===== config.mk =====
export PLATFORM = sky130hd
export DESIGN_NAME = adc_control
export DESIGN_NICKNAME = d
export VERILOG_FILES = /design/src/core/adc_pkg.sv /design/src/core/sar_if.sv /design/src/core/adc_control.sv /design/src/core/sar_sequencer.sv
export SDC_FILE = /design/constraint.sdc
export NUM_CORES = 1
export LEC_CHECK = 0
export BUFFER_PORTS_ARGS = -buffer_cell sky130_fd_sc_hd__buf_2
export CAP_MARGIN = 10
export CORE_ASPECT_RATIO = 1.25
export CORE_MARGIN = 4
export CORE_UTILIZATION = 40
export CTS_BUF_LIST = sky130_fd_sc_hd__clkbuf_16
export DETAILED_ROUTE_END_ITERATION = 6
export GPL_TIMING_DRIVEN = 0
export PLACE_DENSITY_LB_ADDON = 0.1
export REMOVE_ABC_BUFFERS = 1
export SYNTH_ARGS = -nofsm -noshare
export SYNTH_HDL_FRONTEND = slang
export SYNTH_SLANG_ARGS = --single-unit

===== constraint.sdc =====
create_clock -name CLOCK -period 6.2 [get_ports CLOCK]
set_clock_uncertainty 0.2 [all_clocks]
set_input_delay 0.62 -clock CLOCK [delete_from_list [all_inputs] [get_ports CLOCK]]
set_output_delay 0.62 -clock CLOCK [all_outputs]
set_load 0.1 [all_outputs]

===== src/core/adc_pkg.sv =====
// Purpose: shared constants and types of the converter control logic
// Assumes: 32-bit register bus, 12-bit byte address
// Notes:   register offsets are word indices, byte address is four times the index
package adc_pkg;

  // ----------------------------------------------------------------
  // bus and register map
  // ----------------------------------------------------------------
  localparam int              AXI_ADDR_W   = 12;
  localparam int              AXI_DATA_W   = 32;
  localparam logic [7:0]      CSR_INDEX    = 8'h45;
  localparam logic [7:0]      HIGH_INDEX   = 8'h46;
  localparam logic [7:0]      LOW_INDEX    = 8'h47;
  localparam logic [11:0]     CSR_ADDR     = {2'b00, CSR_INDEX, 2'b00};
  localparam logic [11:0]     HIGH_ADDR    = {2'b00, HIGH_INDEX, 2'b00};
  localparam logic [11:0]     LOW_ADDR     = {2'b00, LOW_INDEX, 2'b00};
  localparam logic [1:0]      RESP_OKAY    = 2'b00;
  localparam logic [1:0]      RESP_SLVERR  = 2'b10;

  // ----------------------------------------------------------------
  // control/status fields and reset values
  // ----------------------------------------------------------------
  localparam int              DONE_BIT     = 7;
  localparam int              SPEED_BIT    = 6;
  localparam int              ON_BIT       = 5;
  localparam int              SLOW_BIT     = 4;
  localparam int              CH_MSB       = 3;
  localparam int              CH_LSB       = 0;
  localparam logic [6:0]      CTRL_RESET   = 7'h00;
  localparam int              RESULT_W     = 10;
  localparam logic [9:0]      RESULT_RESET = 10'h000;

  // ----------------------------------------------------------------
  // timing
  // ----------------------------------------------------------------
  localparam int              SAMPLE_TICKS_DEFAULT = 4;
  localparam int              CPU_UNDIVIDED_MAX_HZ = 4_000_000;

  typedef enum logic [1:0] {
    SEQ_IDLE    = 2'b00,
    SEQ_SAMPLE  = 2'b01,
    SEQ_CONVERT = 2'b11
  } seq_state_type;

  // terminal count of the converter clock divider from {slow, speed}
  function automatic logic [1:0] div_limit(input logic slow, input logic speed);
    unique case ({slow, speed})
      2'b00:   div_limit = 2'h1;
      2'b01:   div_limit = 2'h0;
      2'b10:   div_limit = 2'h3;
      default: div_limit = 2'h1;
    endcase
  endfunction

endpackage


===== src/core/sar_if.sv =====
// Purpose: link between register logic and approximation sequencer
// Assumes: one clock domain
// Notes:   restart is a one-cycle pulse, done a one-cycle pulse
`timescale 1ns/1ps
`default_nettype none
interface sar_if #(parameter int W = 10);
  logic         tick;
  logic         run;
  logic         restart;
  logic         comp_high;
  logic         sample_hold;
  logic         done;
  logic [W-1:0] dac_code;
  logic [W-1:0] result;

  modport ctrl (output tick, output run, output restart, output comp_high,
                input sample_hold, input done, input dac_code, input result);
  modport seq  (input tick, input run, input restart, input comp_high,
                output sample_hold, output done, output dac_code, output result);
endinterface
`default_nettype wire


===== src/core/adc_control.sv =====
// Purpose: register file, clock divider and result lock of the converter
// Assumes: AXI4-Lite slave, one clock, analog comparator outside
// Notes:
// Notes on behaviour
// RULE_01: setting converter-on starts continuous conversion of the selected channel
// RULE_02: clearing converter-on stops the converter and aborts any conversion
// RULE_03: each completion sets the done flag and offers the new result
// RULE_04: reading the high result register clears the done flag
// RULE_05: any write to the control/status register clears the done flag; here a write with lane 0 off leaves it set
// RULE_06: control bits 6..0 read/write; done bit read only, never set by write
// RULE_07: a channel change aborts, clears done and restarts on the new channel
// RULE_08: the four-bit channel field selects input 0 to 15 directly
// RULE_09: reading the low result register locks both result registers
// RULE_10: lock released by a high result read or clearing converter-on
// RULE_11: while locked no new result is loaded
// RULE_12: slow/speed pick cpu clock /2, /1, /4, /2; undivided only up to 4 MHz
// RULE_13: high register shows result 9..2; low shows 1..0, upper bits zero
// RULE_14: all three registers reset to zero
// RULE_15: software polls done, reads low, then high for ten bits
// RULE_16: software polls done, reads high only for eight bits
// RULE_17: the wait low-power mode leaves the converter untouched
// RULE_18: halt mode disables the converter; software waits out stabilisation
// RULE_19: inputs above or below the references saturate to all ones or zero
// RULE_20: sample phase and approximation length are fixed by parameters
`timescale 1ns/1ps
`default_nettype none
module adc_control #(
  parameter int SAMPLE_TICKS = adc_pkg::SAMPLE_TICKS_DEFAULT
) (
  input  wire logic                             CLOCK,
  input  wire logic                             RST_B,
  input  wire logic [adc_pkg::AXI_ADDR_W-1:0]   AWADDR,
  input  wire logic                             AWVALID,
  output logic                                  AWREADY,
  input  wire logic [adc_pkg::AXI_DATA_W-1:0]   WDATA,
  input  wire logic [3:0]                       WSTRB,
  input  wire logic                             WVALID,
  output logic                                  WREADY,
  output logic [1:0]                            BRESP,
  output logic                                  BVALID,
  input  wire logic                             BREADY,
  input  wire logic [adc_pkg::AXI_ADDR_W-1:0]   ARADDR,
  input  wire logic                             ARVALID,
  output logic                                  ARREADY,
  output logic [adc_pkg::AXI_DATA_W-1:0]        RDATA,
  output logic [1:0]                            RRESP,
  output logic                                  RVALID,
  input  wire logic                             RREADY,
  input  wire logic                             COMP_HIGH,
  input  wire logic                             HALT_MODE,
  output logic [3:0]                            CHANNEL_SELECT,
  output logic                                  CONVERTER_ENABLE,
  output logic                                  SAMPLE_HOLD,
  output logic [adc_pkg::RESULT_W-1:0]          DAC_CODE
);
  import adc_pkg::*;

  sar_if #(.W(RESULT_W)) sar ();

  logic                   awready_q;
  logic                   wready_q;
  logic                   arready_q;
  logic                   have_aw_q;
  logic                   have_w_q;
  logic [AXI_ADDR_W-1:0]  aw_addr_q;
  logic [7:0]             w_byte_q;
  logic                   w_lane0_q;
  logic                   bvalid_q;
  logic [1:0]             bresp_q;
  logic                   rvalid_q;
  logic [1:0]             rresp_q;
  logic [AXI_DATA_W-1:0]  rdata_q;
  logic [6:0]             ctrl_q;
  logic                   done_q;
  logic                   lock_q;
  logic [RESULT_W-1:0]    result_q;
  logic [1:0]             div_cnt_q;
  logic                   tick_q;
  logic                   en_q;
  logic [3:0]             chan_q;
  logic                   wr_commit;
  logic                   wr_csr;
  logic                   wr_hit;
  logic                   rd_take;
  logic                   rd_high;
  logic                   rd_low;
  logic                   chan_change;
  logic                   on_fall;
  logic                   done_accept;
  logic [1:0]             limit;

  // ----------------------------------------------------------------
  // bus decode
  // ----------------------------------------------------------------
  function automatic logic addr_is(input logic [AXI_ADDR_W-1:0] a, input logic [11:0] reg_addr);
    addr_is = (a[AXI_ADDR_W-1:2] == reg_addr[11:2]);
  endfunction

  assign wr_commit   = have_aw_q && have_w_q && !bvalid_q;
  assign wr_hit      = addr_is(aw_addr_q, CSR_ADDR) || addr_is(aw_addr_q, HIGH_ADDR) || addr_is(aw_addr_q, LOW_ADDR);
  // a write with lane 0 off leaves the register and the flag alone
  assign wr_csr      = wr_commit && w_lane0_q && addr_is(aw_addr_q, CSR_ADDR);
  assign rd_take     = ARVALID && arready_q;
  assign rd_high     = rd_take && addr_is(ARADDR, HIGH_ADDR);
  assign rd_low      = rd_take && addr_is(ARADDR, LOW_ADDR);
  assign chan_change = wr_csr && (w_byte_q[CH_MSB:CH_LSB] != ctrl_q[CH_MSB:CH_LSB]);
  assign on_fall     = wr_csr && ctrl_q[ON_BIT] && !w_byte_q[ON_BIT];
  // a completion racing an abort belongs to the abandoned conversion
  assign done_accept = sar.done && en_q && !sar.restart;
  assign limit       = div_limit(ctrl_q[SLOW_BIT], ctrl_q[SPEED_BIT]);

  // ----------------------------------------------------------------
  // write channel
  // ----------------------------------------------------------------
  always_ff @(posedge CLOCK or negedge RST_B) begin
    if (!RST_B) begin
      awready_q <= 1'b0;
      wready_q  <= 1'b0;
      have_aw_q <= 1'b0;
      have_w_q  <= 1'b0;
      aw_addr_q <= '0;
      w_byte_q  <= 8'h00;
      w_lane0_q <= 1'b0;
      bvalid_q  <= 1'b0;
      bresp_q   <= RESP_OKAY;
    end else begin
      awready_q <= AWVALID && !awready_q && !have_aw_q && !bvalid_q;
      wready_q  <= WVALID && !wready_q && !have_w_q && !bvalid_q;
      if (AWVALID && awready_q) begin
        have_aw_q <= 1'b1;
        aw_addr_q <= AWADDR;
      end
      if (WVALID && wready_q) begin
        have_w_q  <= 1'b1;
        w_byte_q  <= WDATA[7:0];
        w_lane0_q <= WSTRB[0];
      end
      if (wr_commit) begin
        have_aw_q <= 1'b0;
        have_w_q  <= 1'b0;
        bvalid_q  <= 1'b1;
        bresp_q   <= wr_hit ? RESP_OKAY : RESP_SLVERR;
      end else if (bvalid_q && BREADY) begin
        bvalid_q <= 1'b0;
      end
    end
  end

  // ----------------------------------------------------------------
  // read channel
  // ----------------------------------------------------------------
  always_ff @(posedge CLOCK or negedge RST_B) begin
    if (!RST_B) begin
      arready_q <= 1'b0;
      rvalid_q  <= 1'b0;
      rresp_q   <= RESP_OKAY;
      rdata_q   <= '0;
    end else begin
      arready_q <= ARVALID && !arready_q && !rvalid_q;
      if (rd_take) begin
        rvalid_q <= 1'b1;
        rresp_q  <= RESP_OKAY;
        if (addr_is(ARADDR, CSR_ADDR)) begin
          rdata_q <= {24'h00_0000, done_q, ctrl_q};
        end else if (addr_is(ARADDR, HIGH_ADDR)) begin
          rdata_q <= {24'h00_0000, result_q[9:2]}; // RULE_13
        end else if (addr_is(ARADDR, LOW_ADDR)) begin
          rdata_q <= {30'h0000_0000, result_q[1:0]}; // RULE_13
        end else begin
          rdata_q <= '0;
          rresp_q <= RESP_SLVERR;
        end
      end else if (rvalid_q && RREADY) begin
        rvalid_q <= 1'b0;
      end
    end
  end

  // ----------------------------------------------------------------
  // control/status register
  // ----------------------------------------------------------------
  always_ff @(posedge CLOCK or negedge RST_B) begin
    if (!RST_B) begin
      ctrl_q <= CTRL_RESET; // RULE_14
    end else if (wr_csr) begin
      ctrl_q <= w_byte_q[6:0]; // RULE_06
    end
  end

  // set wins over every clear in the same cycle
  always_ff @(posedge CLOCK or negedge RST_B) begin
    if (!RST_B) begin
      done_q <= 1'b0;
    end else if (done_accept) begin
      done_q <= 1'b1; // RULE_03
    end else if (wr_csr || rd_high) begin
      done_q <= 1'b0; // RULE_04 RULE_05 RULE_07
    end
  end

  // ----------------------------------------------------------------
  // result lock
  // ----------------------------------------------------------------
  always_ff @(posedge CLOCK or negedge RST_B) begin
    if (!RST_B) begin
      lock_q <= 1'b0;
    end else if (rd_high || on_fall) begin
      lock_q <= 1'b0; // RULE_10
    end else if (rd_low) begin
      lock_q <= 1'b1; // RULE_09
    end
  end

  // a high read in the completion cycle already returned the old pair;
  // a low read in that cycle returned the old low bits, so the old pair stays
  always_ff @(posedge CLOCK or negedge RST_B) begin
    if (!RST_B) begin
      result_q <= RESULT_RESET; // RULE_14
    end else if (done_accept && ((!lock_q && !rd_low) || rd_high)) begin // RULE_09
      result_q <= sar.result; // RULE_11
    end
  end

  // ----------------------------------------------------------------
  // converter clock and enable
  // ----------------------------------------------------------------
  // undivided is out of range at this clock rate; software must not pick it above 4 MHz
  always_ff @(posedge CLOCK or negedge RST_B) begin
    if (!RST_B) begin
      div_cnt_q <= 2'h0;
      tick_q    <= 1'b0;
    end else if (div_cnt_q >= limit) begin
      div_cnt_q <= 2'h0;
      tick_q    <= 1'b1; // RULE_12
    end else begin
      div_cnt_q <= div_cnt_q + 2'h1;
      tick_q    <= 1'b0;
    end
  end

  // wait mode has no input here at all, halt stops the converter
  always_ff @(posedge CLOCK or negedge RST_B) begin
    if (!RST_B) begin
      en_q   <= 1'b0;
      chan_q <= 4'h0;
    end else begin
      en_q   <= ctrl_q[ON_BIT] && !HALT_MODE; // RULE_01 RULE_02 RULE_17 RULE_18
      chan_q <= ctrl_q[CH_MSB:CH_LSB]; // RULE_08
    end
  end

  assign sar.tick      = tick_q;
  assign sar.run       = en_q && ctrl_q[ON_BIT]; // RULE_02
  assign sar.restart   = chan_change || on_fall; // RULE_07
  assign sar.comp_high = COMP_HIGH;

  sar_sequencer #(
    .SAMPLE_TICKS (SAMPLE_TICKS)
  ) u_seq (
    .clock (CLOCK),
    .rst_b (RST_B),
    .bus   (sar)
  );

  assign AWREADY          = awready_q;
  assign WREADY           = wready_q;
  assign BVALID           = bvalid_q;
  assign BRESP            = bresp_q;
  assign ARREADY          = arready_q;
  assign RVALID           = rvalid_q;
  assign RRESP            = rresp_q;
  assign RDATA            = rdata_q;
  assign CHANNEL_SELECT   = chan_q;
  assign CONVERTER_ENABLE = en_q;
  assign SAMPLE_HOLD      = sar.sample_hold;
  assign DAC_CODE         = sar.dac_code;
endmodule // adc_control
`default_nettype wire


===== src/core/sar_sequencer.sv =====
// Purpose: sample phase and bitwise successive approximation
// Assumes: tick is a one-cycle converter clock enable
// Notes:   restarts on every completion, so conversion is continuous
`timescale 1ns/1ps
`default_nettype none
module sar_sequencer #(
  parameter int SAMPLE_TICKS = adc_pkg::SAMPLE_TICKS_DEFAULT
) (
  input wire logic clock,
  input wire logic rst_b,
  sar_if.seq       bus
);
  import adc_pkg::*;

  localparam logic [7:0] SAMPLE_LAST = 8'(SAMPLE_TICKS - 1);
  localparam logic [3:0] MSB_IDX     = 4'(RESULT_W - 1);

  seq_state_type         state_q;
  logic [7:0]            cnt_q;
  logic [3:0]            idx_q;
  logic [RESULT_W-1:0]   dac_q;
  logic [RESULT_W-1:0]   trial;
  logic [RESULT_W-1:0]   result_q;
  logic                  sample_q;
  logic                  done_q;

  // keep the trial bit only when the input is at or above it
  always_comb begin
    trial = dac_q;
    if (!bus.comp_high) begin
      trial[idx_q] = 1'b0;
    end
  end

  // ----------------------------------------------------------------
  // sequencer
  // ----------------------------------------------------------------
  always_ff @(posedge clock or negedge rst_b) begin
    if (!rst_b) begin
      state_q  <= SEQ_IDLE;
      cnt_q    <= 8'h00;
      idx_q    <= 4'h0;
      dac_q    <= RESULT_RESET;
      sample_q <= 1'b0;
      done_q   <= 1'b0;
    end else if (bus.restart || !bus.run) begin // RULE_02 RULE_07
      state_q  <= SEQ_IDLE;
      cnt_q    <= 8'h00;
      dac_q    <= RESULT_RESET;
      sample_q <= 1'b0;
      done_q   <= 1'b0;
    end else begin
      done_q <= 1'b0;
      if (bus.tick) begin
        unique case (state_q)
          SEQ_IDLE: begin
            state_q  <= SEQ_SAMPLE;
            sample_q <= 1'b1;
            cnt_q    <= 8'h00;
          end
          SEQ_SAMPLE: begin // RULE_20
            if (cnt_q == SAMPLE_LAST) begin
              state_q  <= SEQ_CONVERT;
              sample_q <= 1'b0;
              idx_q    <= MSB_IDX;
              dac_q    <= RESULT_W'(1) << MSB_IDX;
            end else begin
              cnt_q <= cnt_q + 8'h01;
            end
          end
          SEQ_CONVERT: begin
            if (idx_q == 4'h0) begin // RULE_01 RULE_19
              done_q   <= 1'b1;
              state_q  <= SEQ_SAMPLE;
              sample_q <= 1'b1;
              cnt_q    <= 8'h00;
              dac_q    <= RESULT_RESET;
            end else begin
              dac_q <= trial | (RESULT_W'(1) << 4'(idx_q - 4'h1));
              idx_q <= 4'(idx_q - 4'h1);
            end
          end
          default: begin
            state_q  <= SEQ_IDLE;
            sample_q <= 1'b0;
          end
        endcase
      end
    end
  end

  // result of the last completed approximation
  always_ff @(posedge clock or negedge rst_b) begin
    if (!rst_b) begin
      result_q <= RESULT_RESET;
    end else if (bus.run && !bus.restart && bus.tick && state_q == SEQ_CONVERT && idx_q == 4'h0) begin
      result_q <= trial;
    end
  end

  assign bus.sample_hold = sample_q;
  assign bus.done        = done_q;
  assign bus.dac_code    = dac_q;
  assign bus.result      = result_q;

endmodule // sar_sequencer
`default_nettype wire


==> metrics.md <==
| Metric | Value |
|---|---|
| CTS Hold Buffers Added | 0 |
| Mux cell area share after synthesis | 12.0% |
| Status | finished clean |
| Initial antenna violation count | 0 |
| Total CTS buffers | 9 |
| Critical Path AT | 3.49 ns |
| Maximum VDD drop | 0.000282 V |
| GPL Wtd Cong | roughly 0.8 |
| Width of the chip | about 110 um |
| Core area | 11,800 um2 |
| I/O pins | about 130 |
| P per Cell Area | 313 nW/um2 |
| Gate Count Post-Synth | ~430 |
| EDFF count, synth | 0 |
| IO buf count | 67 |
| Clock root cell | clkbuf_16 |
| RSZ-0062 raised after global routing | no |
| Synth unique cells | 64 |
| Internal power | 1.13 mW |
| Slew Limit Headroom | between 30 and 40% |
| Comb pwr share | ~25% |
| Design area | about 5600 um2 |
| CP Capture Type | flop |
| Share of layout cells above drive strength 1 | between 20% and 30% |
| CTS H-tree lvls | 3 |
| Switching share of power | between 30% and 40% |
| DRC viols | 0 |
| Leak | approximately 2.6 nW |
| Congestion Overflow GR | 0 |
| Combinational family with the most area after synthesis | simple AND/OR/NAND/NOR gates |
| Ys Warns | 0 |
| Setup tns final | 0 ns |
| Post-Synth Adder-Cell Area | about 3.3% |
| Period utilization | a little under three fifths |
| Area post-placement | 5320 um2 |
| # setup viols final | 0 |
| Post_cts resized | 0 |
| Avg WL per Cell | roughly 15 um |
| Clock buffer depth | 2 |
| Max Cap Violations | 0 |
| Routed Antenna Nets | 0 |
| First-pass GRT wire length | roughly 17 mm |
| Place WS | about 2.7 ns |
| First-pass DRT Iterations | 4 |
| Reg2Reg Capture Point | u_seq.bus.result[9] |
| Largest net degree at the start of global routing | between 60 and 70 |
| Reg2Reg Launch Point | BVALID |
| Dpl hpwl | around 7.5 mm |
| Worst Max-Slew Pin Slew | approximately 0.96 ns |
| Diode count | 0 |
| Starting Density | between 40% and 50% |
| All-Layer GR Usage | between 10% and 20% |
| Max Slew Vio Count | 0 |
| Nets | 575 |
| Layout area overhead | 14.0% |
| Overall Power | 1.75 mW |
| Reg2reg path depth | 5 |
| Die Height | approximately 130 um |
| P_sw | between 0.6 and 0.7 mW |
| Hold/Removal Path Class | primary input to async pin |
| Setup bufs post-CTS | 0 |
| FMAX | between 200 and 300 MHz |
| Vias in the first global route | between 3,000 and 4,000 |
| Synthesized area | 4900 um2 |
| Synth Area in XOR/XNOR | less than 1% |
| Synth Register Bits | about 100 |
| CTS sink cnt | between 90 and 100 |
| Sequential share of power | a little under half |
| Post-synth ARST share | 100% |
| Worst R2R Setup Slack | between 2 and 3 ns |
| Via count | 3,360 |
| Clock latency on the worst-skew pair | 0.34 ns |
| Syn_area_per_cell | roughly 11 um2 |
| Initial DRC Count | approximately 130 |
| CP required | 6.22 ns |
| Final wirelength | about 10 mm |
| Primary FF master, synth | dfrtp_1 |
| Sequential share of the synthesized area | about 50% |
| Startpoint Class | flop |
| Simple-Gate Fraction of Synth Area | between 10% and 20% |
| Crit Path Max Fanout | 26 |
| Post-synthesis compound-gate area fraction | 12.2% |
| CTS clock-pin slew for the worst setup and hold paths | approximately 0.070 ns |
| Crit path time final | roughly 3.5 ns |
| Die area | around 14,000 um2 |
| CP Class | flop to flop |
| Via/cell ratio | 5.10 |
| Setup slack after layout | about 2.7 ns |
| Final hold violations | 0 |
| CTS tree | yes |
| Clock power frac | roughly 29% |
| Std cell rows | 44 |
| Fin util | 47.2% |
state kept, by name (all words and copies together) (netlist names), 2 cells and up:
register / flops
u_seq.bus.dac_code: 10
u_seq.cnt_q: 8
result_q: 10
ctrl_q: 7
aw_addr_q: 10
u_seq.bus.result: 10
CHANNEL_SELECT: 4
div_cnt_q: 2
RDATA: 8
u_seq.idx_q: 4
w_byte_q: 7
u_seq.state_q: 2
routing by layer:
layer,wire length (um),track usage (%),part of all wire (%),vias to the layer above
met5,0,0,0,-
met4,153,5.26,1.5,0
met3,499,3.77,5.0,11
met2,5000,24.5,50,81
met1,4400,18.9,44,1631
li1,-,-,-,1637
synth_stat cells (3+ instances only):
library cell,number,area (um2)
a21oi_1,20,100
a221o_2,4,45.0
buf_4,26,195
o21ai_0,13,65.1
nand3_1,18,90.1
o2bb2ai_1,6,52.6
a31oi_1,3,18.8
inv_1,15,56.3
nor3b_1,3,22.5
ha_1,13,163
nand2b_1,6,37.5
dfrtp_1,98,2450
clkbuf_1,9,33.8
nor3_1,11,55.1
nand4_1,4,25.0
mux2i_1,13,130
nand3b_1,8,60.1
nor2b_1,3,18.8
nor2_1,16,60.1
buf_2,4,20.0
a22oi_1,7,52.6
nand2_1,28,105
and3_1,3,18.8
mux2_2,36,405
a21boi_0,4,30.0
xor2_1,3,26.3
cells in the final DEF (no fill, tap or decap), types with 3 or more instances in the layout:
cell and instances:
nor2_1 16, and3_1 3, a31oi_1 3, a22oi_1 7, a221o_2 4, clkbuf_16 9
nand3b_1 8, o21ai_0 13, inv_1 17, ha_1 13, nand4_1 4, o2bb2ai_1 6
conb_1 26, mux2_2 36, nor3b_1 3, a21boi_0 4, nand3_1 18, mux2i_1 13
dfrtp_1 98, nand2_1 28, nor3_1 11, buf_2 66, nor2b_1 3, nand2b_1 6
xor2_1 3, a21oi_1 20
cell families (layout without fill, tap and decap cells):
group,count (synthesis),count (layout)
xor+xnor,5,5
other cells,1,26
mux,53,53
flops,98,98
simple gates,123,123
compound gates,79,79
buf+inv,56,101
fa+ha+maj,13,13
through the flow:
step | std cells | hold WS (ns)
after floorplan | 412 | 0.124
after global placement | 640 | 0.243
after detailed placement | 643 | 0.244
after CTS | 659 | 0.0189
after global routing | 659 | 0.0340
final | 659 | 0.0133
area by class of cell:
| class | instances | area (um2) |
|---|---|---|
| multi-input cells | 299 | 2230 |
| inverters | 15 | 56.3 |
| flip-flops and latches | 98 | 2450 |
| fillers | 1102 | 6240 |
| clock inverters | 7 | 46.3 |
| well taps | 161 | 201 |
| repair buffers | 70 | 384 |
| clock buffers | 9 | 225 |
critical path, stage by stage (launching register included):
cell	delay, ns
dfrtp_1	0.41
and3b_1	0.23
nand4_1	0.53
a32o_1	0.91
and3_1	0.66
mux2_2	0.39
power by group through the flow:
stage / clock network (mW) / logic (mW) / registers (mW)
final: 0.509 / 0.441 / 0.800
after global routing: 0.561 / 0.472 / 0.815
after CTS: 0.529 / 0.446 / 0.802
after detailed placement: 0 / 0.445 / 0.814
after global placement: 0 / 0.434 / 0.809
after floorplan: 0 / 0.228 / 0.929
how the worst max path moves through the flow:
stage | cells past startpoint | from | endpoint
final | 5 | BVALID | u_seq.bus.result[9]
after detailed placement | 5 | aw_addr_q[9] | u_seq.bus.result[3]
after global routing | 5 | BVALID | u_seq.bus.result[9]
after global placement | 5 | aw_addr_q[9] | u_seq.bus.dac_code[7]
after CTS | 5 | aw_addr_q[9] | u_seq.bus.result[3]
after floorplan | 5 | BVALID | u_seq.bus.result[9]
Note: power is estimated with default switching activity, not from simulation.
